--- src/logic/fcs_regs.vh ---
// Constants for the configuration/status/protection command block
// Included by fcs_nv_cfg and fcs_cmd; definitions only
`ifndef FCS_REGS_VH
`define FCS_REGS_VH
`define FCS_OP_READ_CFG 8'h3f
`define FCS_OP_ACTIVE_STATUS 8'h25
`define FCS_SEQ_B1 8'h3d
`define FCS_SEQ_B2 8'h2a
`define FCS_SEQ_CFG 8'h81
`define FCS_SEQ_QUAD_ON 8'h66
`define FCS_SEQ_QUAD_OFF 8'h67
`define FCS_SEQ_PROT 8'h7f
`define FCS_SEQ_PROT_ON 8'ha9
`define FCS_SEQ_PROT_OFF 8'h9a
`define FCS_CFG_QE_BIT 7
`define FCS_CFG_FIXED 8'h08
`define FCS_CFG_FIXED_MASK 8'h7f
`define FCS_QE_SHIPPED 1'b0
`define FCS_T_WRCR_US 1
`define FCS_CLK_MHZ 25
`define FCS_WRCR_CYCLES (`FCS_T_WRCR_US * `FCS_CLK_MHZ)
`endif

--- src/logic/fcs_sync.v ---
// Two-flop synchroniser for one level from outside the ref_clk domain
// Assumes the input may change at any time relative to ref_clk
`timescale 1ns/1ns
module fcs_sync #(
  parameter RESET_VAL = 1'b0
) (
  // Clock and reset
  input wire ref_clk,
  input wire rst,
  // Level in and out
  input wire async_in,
  output reg sync_out
);
  reg stage1;

  always @(posedge ref_clk)
  begin
    if (rst)
    begin
      stage1 <= RESET_VAL;
      sync_out <= RESET_VAL;
    end
    else
    begin
      stage1 <= async_in;
      sync_out <= stage1;
    end
  end
endmodule

--- src/logic/fcs_nv_cfg.v ---
// Nonvolatile configuration bit store with internally timed programming
// Assumes nv_init carries the stored value from the array at power-up
`timescale 1ns/1ns
`include "fcs_regs.vh"
module fcs_nv_cfg #(
  parameter WRCR_CYCLES = `FCS_WRCR_CYCLES
) (
  // Clock and reset
  input wire ref_clk,
  input wire rst,
  // Stored value restored after reset
  input wire nv_init,
  // Program request
  input wire prog_start,
  input wire prog_value,
  // State
  output reg quad_io_enable,
  output reg busy
);
  localparam CW = 24;
  reg [CW-1:0] count;
  reg pending;
  reg loaded;

  always @(posedge ref_clk)
  begin
    if (rst)
    begin
      count <= 24'h000000;
      pending <= 1'b0;
      busy <= 1'b0;
      loaded <= 1'b0;
      quad_io_enable <= `FCS_QE_SHIPPED;
    end
    else
    begin
      if (!loaded)
      begin
        loaded <= 1'b1;
        quad_io_enable <= nv_init;
      end
      if (prog_start && !busy)
      begin
        busy <= 1'b1;
        pending <= prog_value;
        count <= WRCR_CYCLES[CW-1:0];
      end
      else if (busy)
      begin
        if (count <= 24'h000001)
        begin
          busy <= 1'b0;
          quad_io_enable <= pending;
        end
        else
          count <= count - 24'h000001;
      end
    end
  end
endmodule

--- src/logic/fcs_cmd.v ---
// Command interpreter for configuration read, quad enable, active status, protection
// Assumes SPI mode 0/3 on sck and cs_n pins, both sampled by ref_clk (>= 4x sck)
`timescale 1ns/1ns
`include "fcs_regs.vh"
module fcs_cmd #(
  parameter WRCR_CYCLES = `FCS_WRCR_CYCLES,
  parameter NSECT = 32
) (
  // Clock and reset
  input wire ref_clk,
  input wire rst,
  // SPI pins
  input wire cs_n,
  input wire sck,
  input wire si,
  output reg so,
  output reg so_oe_n,
  // Nonvolatile inputs
  input wire nv_quad_init,
  input wire [NSECT-1:0] nv_sector_marks,
  // Other internal operations of the device
  input wire array_busy,
  input wire op_request,
  input wire [4:0] op_sector,
  input wire quad_cmd_seen,
  // Results
  output reg quad_io_enable,
  output reg ready_busy_flag,
  output reg sw_protect_on,
  output reg op_refused,
  output reg quad_cmd_accept,
  output reg pins_as_data
);
  localparam ST_OPCODE = 3'h0;
  localparam ST_SEQ = 3'h1;
  localparam ST_CFG_OUT = 3'h2;
  localparam ST_STATUS = 3'h3;
  localparam ST_IGNORE = 3'h4;

  // Actions wait here until chip select rises on a clean frame
  localparam ACT_NONE = 2'h0;
  localparam ACT_QUAD_ON = 2'h1;
  localparam ACT_QUAD_OFF = 2'h2;
  localparam ACT_PROT_ON = 2'h3;

  wire cs_n_s;
  wire sck_s;
  wire si_s;
  wire qe;
  wire cfg_busy;
  reg sck_d;
  reg [2:0] state;
  reg [2:0] bit_cnt;
  reg [1:0] byte_cnt;
  reg [7:0] shift;
  reg [7:0] seq_b3;
  reg [2:0] out_idx;
  reg prot_off_pend;
  reg [1:0] act_pend;
  reg prog_start;
  reg prog_value;
  reg [7:0] next_byte;

  // Decode the final byte of a four-byte 3Dh 2Ah sequence
  function [1:0] seq_action;
    input [7:0] b3;
    input [7:0] b4;
    begin
      seq_action = ACT_NONE;
      if (b3 == `FCS_SEQ_CFG && b4 == `FCS_SEQ_QUAD_ON)
        seq_action = ACT_QUAD_ON;
      else if (b3 == `FCS_SEQ_CFG && b4 == `FCS_SEQ_QUAD_OFF)
        seq_action = ACT_QUAD_OFF;
      else if (b3 == `FCS_SEQ_PROT && b4 == `FCS_SEQ_PROT_ON)
        seq_action = ACT_PROT_ON;
    end
  endfunction

  // Every input pin passes two flops; sck must hold each level for two ref_clk periods
  // Chip select resets high so no frame is seen while reset is released
  fcs_sync #(.RESET_VAL(1'b1)) u_sync_cs (
    .ref_clk(ref_clk),
    .rst(rst),
    .async_in(cs_n),
    .sync_out(cs_n_s)
  );
  fcs_sync #(.RESET_VAL(1'b0)) u_sync_sck (
    .ref_clk(ref_clk),
    .rst(rst),
    .async_in(sck),
    .sync_out(sck_s)
  );
  fcs_sync #(.RESET_VAL(1'b0)) u_sync_si (
    .ref_clk(ref_clk),
    .rst(rst),
    .async_in(si),
    .sync_out(si_s)
  );

  fcs_nv_cfg #(.WRCR_CYCLES(WRCR_CYCLES)) u_nv (
    .ref_clk(ref_clk),
    .rst(rst),
    .nv_init(nv_quad_init),
    .prog_start(prog_start),
    .prog_value(prog_value),
    .quad_io_enable(qe),
    .busy(cfg_busy)
  );

  // Edges of the synchronised link clock, one ref_clk wide
  wire sck_rise = sck_s && !sck_d;
  wire sck_fall = !sck_s && sck_d;
  wire [7:0] cfg_byte = {qe, 7'h00} | `FCS_CFG_FIXED;

  always @*
  begin
    next_byte = {shift[6:0], si_s};
  end

  always @(posedge ref_clk)
  begin
    if (rst)
    begin
      sck_d <= 1'b0;
      state <= ST_OPCODE;
      bit_cnt <= 3'h0;
      byte_cnt <= 2'h0;
      shift <= 8'h00;
      seq_b3 <= 8'h00;
      out_idx <= 3'h7;
      act_pend <= ACT_NONE;
      prot_off_pend <= 1'b0;
      prog_start <= 1'b0;
      prog_value <= 1'b0;
      sw_protect_on <= 1'b0;
      so <= 1'b0;
      so_oe_n <= 1'b1;
      op_refused <= 1'b0;
      quad_cmd_accept <= 1'b0;
      pins_as_data <= 1'b0;
      quad_io_enable <= `FCS_QE_SHIPPED;
      ready_busy_flag <= 1'b1;
    end
    else
    begin
      sck_d <= sck_s;
      prog_start <= 1'b0;
      // Registered copies keep every output straight from a flop
      quad_io_enable <= qe;
      ready_busy_flag <= !(cfg_busy || array_busy);
      pins_as_data <= qe;
      quad_cmd_accept <= quad_cmd_seen && quad_io_enable;
      op_refused <= op_request && sw_protect_on && nv_sector_marks[op_sector];
      if (cs_n_s)
      begin
        // Deselect ends any frame and launches a completed sequence
        state <= ST_OPCODE;
        bit_cnt <= 3'h0;
        byte_cnt <= 2'h0;
        so_oe_n <= 1'b1;
        so <= 1'b0;
        act_pend <= ACT_NONE;
        prot_off_pend <= 1'b0;
        if (prot_off_pend)
          sw_protect_on <= 1'b0;
        case (act_pend)
          ACT_QUAD_ON:
          begin
            prog_start <= 1'b1;
            prog_value <= 1'b1;
          end
          ACT_QUAD_OFF:
          begin
            prog_start <= 1'b1;
            prog_value <= 1'b0;
          end
          ACT_PROT_ON:
            sw_protect_on <= 1'b1;
          default:
            prog_start <= 1'b0;
        endcase
      end
      else
      begin
        case (state)
          ST_OPCODE, ST_SEQ:
          begin
            if (sck_rise)
            begin
              shift <= next_byte;
              bit_cnt <= bit_cnt + 3'h1;
              if (bit_cnt == 3'h7)
              begin
                byte_cnt <= byte_cnt + 2'h1;
                if (state == ST_OPCODE)
                begin
                  if (next_byte == `FCS_OP_READ_CFG)
                  begin
                    state <= ST_CFG_OUT;
                    out_idx <= 3'h7;
                  end
                  else if (next_byte == `FCS_OP_ACTIVE_STATUS)
                    state <= ST_STATUS;
                  else if (next_byte == `FCS_SEQ_B1)
                    state <= ST_SEQ;
                  else
                    state <= ST_IGNORE;
                end
                else if (byte_cnt == 2'h1 && next_byte != `FCS_SEQ_B2)
                  state <= ST_IGNORE;
                else if (byte_cnt == 2'h2)
                  seq_b3 <= next_byte;
                else if (byte_cnt == 2'h3)
                begin
                  act_pend <= seq_action(seq_b3, next_byte);
                  prot_off_pend <= (seq_b3 == `FCS_SEQ_PROT) &&
                                   (next_byte == `FCS_SEQ_PROT_OFF);
                  state <= ST_IGNORE;
                end
              end
            end
          end
          ST_CFG_OUT:
          begin
            // First bit leaves on the fall ending the opcode; the index wraps to repeat
            if (sck_fall)
            begin
              so_oe_n <= 1'b0;
              so <= cfg_byte[out_idx];
              out_idx <= out_idx - 3'h1;
            end
          end
          ST_STATUS:
          begin
            // Live busy state, no sck needed; the serial input is not looked at
            so_oe_n <= 1'b0;
            so <= !(cfg_busy || array_busy);
          end
          ST_IGNORE:
          begin
            // Extra clocks after a sequence void it
            if (sck_rise)
            begin
              act_pend <= ACT_NONE;
              prot_off_pend <= 1'b0;
            end
          end
          default:
            state <= ST_IGNORE;
        endcase
      end
    end
  end
endmodule

--- config.mk ---
export PLATFORM = sky130hd
export DESIGN_NAME = fcs_cmd
export DESIGN_NICKNAME = d
export VERILOG_FILES = /design/src/logic/fcs_sync.v /design/src/logic/fcs_nv_cfg.v /design/src/logic/fcs_cmd.v
export VERILOG_INCLUDE_DIRS = /design/src /design/src/logic
export SDC_FILE = /design/constraint.sdc
export NUM_CORES = 1
export LEC_CHECK = 0
export ABC_CLOCK_PERIOD_IN_PS = 4600
export BUFFER_PORTS_ARGS = -buffer_cell sky130_fd_sc_hd__clkbuf_2
export CAP_MARGIN = 40
export CORE_MARGIN = 4
export CORE_UTILIZATION = 55
export DETAILED_ROUTE_END_ITERATION = 10
export PLACE_DENSITY_LB_ADDON = 0.15
export RECOVER_POWER = 100
export SKIP_CTS_REPAIR_TIMING = 1
export SLEW_MARGIN = 40
export SYNTH_ARGS = -nofsm -noshare
export SYNTH_HDL_FRONTEND = slang
export SYNTH_SLANG_ARGS = --single-unit
--- constraint.sdc ---
create_clock -name ref_clk -period 4.6 [get_ports ref_clk]
set_clock_uncertainty 0.1 [all_clocks]
set_input_delay 0.92 -clock ref_clk [delete_from_list [all_inputs] [get_ports ref_clk]]
set_output_delay 0.92 -clock ref_clk [all_outputs]
set_load 0.01 [all_outputs]
==> run_results.csv, run 1 <==
group,metric,value,unit
cts,h-tree-depth,3,
drt,routed_wl,7.63,mm
layout,diodes,0,
timing,rsz0062_at_grt,"false",
synth,avgSynthCellArea,9.15,um2
synth,synth_warnings,0,
die,chipWidth,89.5,um
die,die_h,89.5,um
cts,numCtsBuffers,9,
cts,cts_tree,"done",
die,num_rows,29,
timing,worstMarginPinSlew,1.36,ns
power,p_comb_share,5.3,%
timing,max_freq,0.288,GHz
power,pwr-share-seq,55.2,%
run,drv_cap,0,
cts,cts_buffer_depth,2,
timing,setup_viol,0,
die,num_io_pins,54,
placed_design,dpl.hpwl,5.49,mm
synth,synthTopCellsByArea,"dfxtp_1 40%, mux2i_1 6.3%, nor2_1 5.2%, mux4_2 4.9%, ha_1 3.8%",
power,p_int,893,uW
cts,numClockSinks,73,
global_route,grt_max_degree,32,
drt,ant_nets,0,
worst_setup_path,path_class,"reg -> reg",
synth,synth_area,3650,um2
layout,layout-drive-gt1-share,18.1,%
placed_design,gp_congestion,0.874,
drt,vias_per_cell,5.71,
synth,yosysMostFrequentCell,"dfxtp_1",
synth,yosys.area.top_type,"dfxtp_1",
worst_setup_path,required,4.69,ns
synth,synthCells,399,
power,power_leakage,0.00162,uW
synth,syn_nets,456,
layout,fin_nets,500,
synth,yosys_register_bits,73,
worst_setup_path,cp_max_fo,10,
power,clockPowerShare,39.5,%
cts,cts_root_buffer,"clkbuf_8",
synth,synth_top_cell_area_share,40.0,%
synth,synth.distinct_cells,53,
drt,drc_errors,0,
synth,synth-main-ff-cell,"dfxtp_1",
worst_setup_path,cp_top_family,"simple AND/OR/NAND/NOR gates",
worst_setup_path,crit_path_max_incr_delay,1.14,ns
power,p_sw,264,uW
cts,worstSkewPairLatency,0.35,ns
layout,regArea,1460,um2
worst_setup_path,path_buf_inv,0,
timing,hold_ws,0.312,ns
timing,period_share,75.6,%
die,coreArea,6390,um2
placed_design,io_buffer_count,53,
timing,final.min_clock_period,3.48,ns
timing,drv_slew,0,
die,dieArea,8010,um2
status,status,"completed",
timing,fin_ws,1.12,ns
timing,hold_viol_final,0,
global_route,grt_overflow_total,0,
worst_setup_path,slowest_stage,"nor4b_1",
worst_setup_path,worstPathArrival,3.56,ns
cts,clk_pin_slew,0.08,ns
synth,async_flop_share,0,%
worst_setup_path,cp_cell_sequence,"nor4b_1, nor2b_1, nand3_1, mux2i_1, nor2_1",
drt,routedWlPerCell,14.6,um
synth,synth_edf_count,0,
global_route,track_usage,20.4,%
synth,seq_area_frac_synth,40.0,%
placed_design,place_ws,1.65,ns
timing,slew_headroom,9.01,%
global_route,antenna_found_initial,0,
drt,dr.first_iter.drc_count,119,
drt,num_vias,2991,
global_route,grt_first_pass_wirelength,12.8,mm
power,ir_worst_vdd,0.000214,V
layout,syn_to_final_growth,11.6,%
power,p_per_area,284,nW/um2
power,switching_share,22.8,%
die,start_util,57.2,%
layout,final_util,63.8,%
layout,multi_input_area,2020,um2
global_route,grt_pass1_vias,2878,
hold_path,hold_path_class,"reg -> reg",
drt,dr.pass1.iters,4,
worst_setup_path,cp-start-kind,"flop",
timing,fin_tns_setup,0,ns
synth,synth_top_cells_by_count,"73 x dfxtp_1, 51 x nor2_1, 23 x mux2i_1, 20 x a21oi_1, 17 x o21ai_0",
layout,fillers,538,
worst_setup_path,end_kind,"flop",
[through the flow]
stage,cell area [um2],total power [uW],std cells
floorplan,3650,691,399
global placement,3940,715,509
detailed placement,3940,716,509
CTS,4120,1170,524
global route,4080,1210,524
finish,4080,1160,524
[sequential cells by signal (all words and copies together), names as in the netlist, 2 cells and up]
register	count
act_pend	2
bit_cnt	3
u_nv.count	24
byte_cnt	2
seq_b3	8
shift	7
out_idx	3
state	3
[worst paths after layout]
path / from / endpoint / slack, ns / cells past startpoint
worst max register to register: state[2] / seq_b3[1] / 1.12 / 5
worst min-delay path: u_sync_cs.stage1 / u_sync_cs.sync_out / 0.31 / 1
worst min register to register: u_sync_cs.stage1 / u_sync_cs.sync_out / 0.31 / 1
worst max-delay path: state[2] / seq_b3[1] / 1.12 / 5
[worst register-to-register path, cell delays in order (launching register included)]
cell and delay [ns]:
dfxtp_1 0.40, nor4b_1 1.14, nor2b_1 0.74, nand3_1 0.57, mux2i_1 0.31, nor2_1 0.06
[power groups by stage]
stage                     sequential (uW)  clock, uW  combinational (uW)
after global routing                  640        500                67.3
after floorplan                       653          0                37.3
after detailed placement              654          0                62.0
after CTS                             639        469                62.5
final                                 639        457                60.9
after global placement                654          0                60.9
[cell usage in the layout, fill, tap and decap left out, types with 3 or more instances in the layout]
cell type / synthesis / final
inv_1: 16 / 16
nand3_1: 5 / 5
clkbuf_1: 15 / 10
nand4_1: 6 / 6
mux4_2: 8 / 8
nor4_1: 6 / 5
nor2_1: 51 / 51
nand2b_1: 4 / 4
or2_2: 10 / 9
mux2i_1: 23 / 23
nand2_1: 16 / 16
nor3_1: 3 / 4
o21ai_0: 17 / 17
dfxtp_1: 73 / 73
clkbuf_8: 0 / 11
ha_1: 11 / 11
nor2b_1: 15 / 15
nor4b_1: 2 / 3
nor3b_1: 4 / 4
a311oi_1: 4 / 4
and3_1: 8 / 8
a211oi_1: 6 / 6
a31oi_1: 3 / 3
a21oi_1: 20 / 20
xnor2_1: 5 / 5
mux2_2: 3 / 3
or3_1: 11 / 11
o2111ai_1: 4 / 4
or4_1: 7 / 7
o31ai_1: 4 / 5
xor2_1: 4 / 4
clkbuf_2: 0 / 44
o211ai_1: 4 / 4
[area by class of cell]
type / count / area share, %
clock buffers: 11 / 3.71
clock inverters: 4 / 0.675
repair buffers: 54 / 6.32
well taps: 77 / 2.36
flip-flops and latches: 73 / 35.9
inverters: 16 / 1.47
multi-input cells: 289 / 49.6
[logic make-up after synthesis]
| logic type | after synthesis | synth area share [%] |
|---|---|---|
| AOI/OAI and AO/OA | 75 | 13.8 |
| buffers and inverters | 37 | 3.97 |
| xor gates and xnor gates | 9 | 2.16 |
| and+or+nand+nor | 160 | 24.1 |
| DFF | 73 | 40.0 |
| adders and majority gates | 11 | 3.77 |
| muxes | 34 | 12.2 |
[layer usage]
metal | wire length (um) | track usage [%]
met3 | 311 | 5.44
met1 | 3740 | 26.4
met5 | 0 | 0
met4 | 117 | 8.25
met2 | 3460 | 32.3
(Power assumes the default switching activity.)
==> run 2: changes to the inputs <==
--- a/config.mk
+++ b/config.mk
@@ -6,7 +6,7 @@
 export SDC_FILE = /design/constraint.sdc
 export NUM_CORES = 1
 export LEC_CHECK = 0
-export ABC_CLOCK_PERIOD_IN_PS = 4600
+export ABC_CLOCK_PERIOD_IN_PS = 3350
 export BUFFER_PORTS_ARGS = -buffer_cell sky130_fd_sc_hd__clkbuf_2
 export CAP_MARGIN = 40
 export CORE_MARGIN = 4
==> constraint.sdc (replaced) <==
create_clock -name ref_clk -period 3.35 [get_ports ref_clk]
set_clock_uncertainty 0.1 [all_clocks]
set_input_delay 0.67 -clock ref_clk [delete_from_list [all_inputs] [get_ports ref_clk]]
set_output_delay 0.67 -clock ref_clk [all_outputs]
set_load 0.01 [all_outputs]
==> run 2 against run 1 <==
  * First-iteration DRC count up 2.5%
  * Final cell count up 1.1%
  * Count of clock-buffer cells in the layout down 1
  * Via count up 2.8%
  * Total power up 41%
  * Highest routed layer unchanged
==> run_results.csv, run 2 (synthesis results as in run 1) <==
group,metric,value,unit
global_route,grt_overflow_total,0,
global_route,grt_pass1_vias,3056,
global_route,busiest_layer,"met2",
global_route,grt_first_pass_wirelength,13.4,mm
die,dieArea,8010,um2
worst_setup_path,path_class,"reg -> reg",
worst_setup_path,crit_path_max_incr_delay,0.65,ns
drt,dr.pass1.iters,4,
layout,reg_top3,"u_nv.count: 24 flops, seq_b3: 8 flops, shift: 7 flops",
worst_setup_path,worstSetupEndpoint,"u_nv.quad_io_enable",
power,p_sw,352,uW
worst_setup_path,cp_max_fo,8,
worst_setup_path,r2r-end,"u_nv.quad_io_enable",
drt,ant_nets,0,
worst_setup_path,cp-startpoint,"u_nv.count[5]",
global_route,antenna_found_initial,0,
drt,routed_wl,7.58,mm
timing,rsz0062_at_grt,"false",
layout,final_common_cell,"dfxtp_1",
worst_setup_path,ff2ff_setup_slack,0.58,ns
global_route,grt_max_degree,22,
timing,hold_viol_final,0,
worst_setup_path,worstPathArrival,2.92,ns
worst_setup_path,reg2reg_from,"u_nv.count[5]",
cts,numCtsBuffers,9,
cts,cts_tree,"done",
die,start_util,57.2,%
drt,drc_errors,0,
timing,drv_slew,0,
cts,numClockSinks,73,
layout,largest_reg_flops,24,
worst_setup_path,cp-start-kind,"flop",
timing,max_freq,0.361,GHz
die,num_rows,29,
global_route,met2_usage,36.1,%
timing,slew_headroom,45.5,%
run,drv_cap,0,
cts,worstSkewPairLatency,0.34,ns
placed_design,io_buffer_count,53,
die,die_h,89.5,um
timing,worstMarginPinSlew,0.817,ns
timing,final.min_clock_period,2.77,ns
timing,hold_ws,0.307,ns
cts,cts_root_buffer,"clkbuf_8",
worst_setup_path,cp_cell_sequence,"or4_1, or4b_4, nor3_1, a221oi_1, a311oi_1",
layout,finalNonFillerCells,530,
layout,multi_input_area,2040,um2
power,switching_share,21.6,%
placed_design,dpl.hpwl,5.56,mm
global_route,grt_util_met1,25.6,%
worst_setup_path,rr_worst_depth,5,
power,p_per_area,394,nW/um2
die,num_io_pins,54,
layout,syn_to_final_growth,13.2,%
timing,fin_tns_setup,0,ns
layout,top_register,"u_nv.count",
worst_setup_path,end_kind,"flop",
power,p_int,1280,uW
layout,final_cell_mix,"73 x dfxtp_1, 51 x nor2_1, 43 x clkbuf_2, 23 x mux2i_1, 20 x a21oi_1",
timing,period_share,82.8,%
placed_design,placedCellCount,514,
cts,h-tree-depth,3,
global_route,track_usage,21.3,%
timing,setup_viol,0,
die,chipWidth,89.5,um
layout,regArea,1460,um2
placed_design,gp_congestion,0.842,
drt,dr.first_iter.drc_count,122,
layout,fillers,552,
power,ir_worst_vdd,0.000272,V
die,coreArea,6390,um2
global_route,met3_usage,6.54,%
drt,num_vias,3075,
layout,final_cell_area,4140,um2
placed_design,placed_area,3970,um2
power,clockPowerShare,41.1,%
layout,layout-drive-gt1-share,18.8,%
layout,diodes,0,
worst_setup_path,slowest_stage,"or4_1",
worst_setup_path,required,3.50,ns
cts,clk_pin_slew,0.07,ns
power,pwr-share-seq,53.8,%
hold_path,hold_path_class,"reg -> reg",
status,status,"completed",
cts,cts_buffer_depth,2,
drt,routedWlPerCell,14.3,um
drt,vias_per_cell,5.80,
power,power_leakage,0.00163,uW
layout,fin_nets,505,
power,p_comb_share,5.1,%
[run 2: worst min-delay path by stage]
stage                           from                 end  slack, ns  cells after the start
floorplan           u_sync_cs.stage1  u_sync_cs.sync_out       0.29                      1
finish              u_sync_cs.stage1  u_sync_cs.sync_out       0.31                      1
global placement    u_sync_cs.stage1  u_sync_cs.sync_out       0.29                      1
detailed placement  u_sync_cs.stage1  u_sync_cs.sync_out       0.30                      1
CTS                 u_sync_cs.stage1  u_sync_cs.sync_out       0.31                      1
global route        u_sync_cs.stage1  u_sync_cs.sync_out       0.33                      1
[run 2: power groups by stage]
| stage | combinational [uW] | clock [uW] | sequential [uW] |
|---|---|---|---|
| 5_1_grt | 93.0 | 736 | 879 |
| 3_3_place_gp | 83.4 | 0 | 898 |
| 6_report | 83.4 | 670 | 878 |
| 2_1_floorplan | 51.3 | 0 | 897 |
| 3_5_place_dp | 85.9 | 0 | 898 |
| 4_1_cts | 86.1 | 690 | 878 |
[run 2: through the flow]
stage          utilization, %  total power, uW  worst slack [ns]
3_5_place_dp             62.2              984             0.739
2_1_floorplan               -              948             0.844
3_3_place_gp             62.2              981             0.768
4_1_cts                  65.3             1650             0.723
5_1_grt                  64.8             1710             0.386
6_report                 64.8             1630             0.577
[run 2: per-layer routing]
metal / up-vias / share of wire [%]
met2: 65 / 50
met5: - / 0
met1: 1445 / 45
met3: 11 / 4.3
met4: 0 / 1.3
li1: 1554 / -
[run 2: critical path: cells and delay by family (launching register included)]
kind	cells	cell delay (ns)
flops	1	0.34
compound gates	2	0.44
simple gates	3	1.79
[run 2: cell type report]
| class | count | share of cell area (%) |
|---|---|---|
| Clock buffer | 10 | 3.33 |
| Clock inverter | 6 | 1.39 |
| Inverter | 16 | 1.45 |
| Multi-Input combinational cell | 289 | 49.3 |
| Sequential cell | 73 | 35.3 |
| Tap cell | 77 | 2.33 |
| Timing Repair Buffer | 59 | 6.84 |
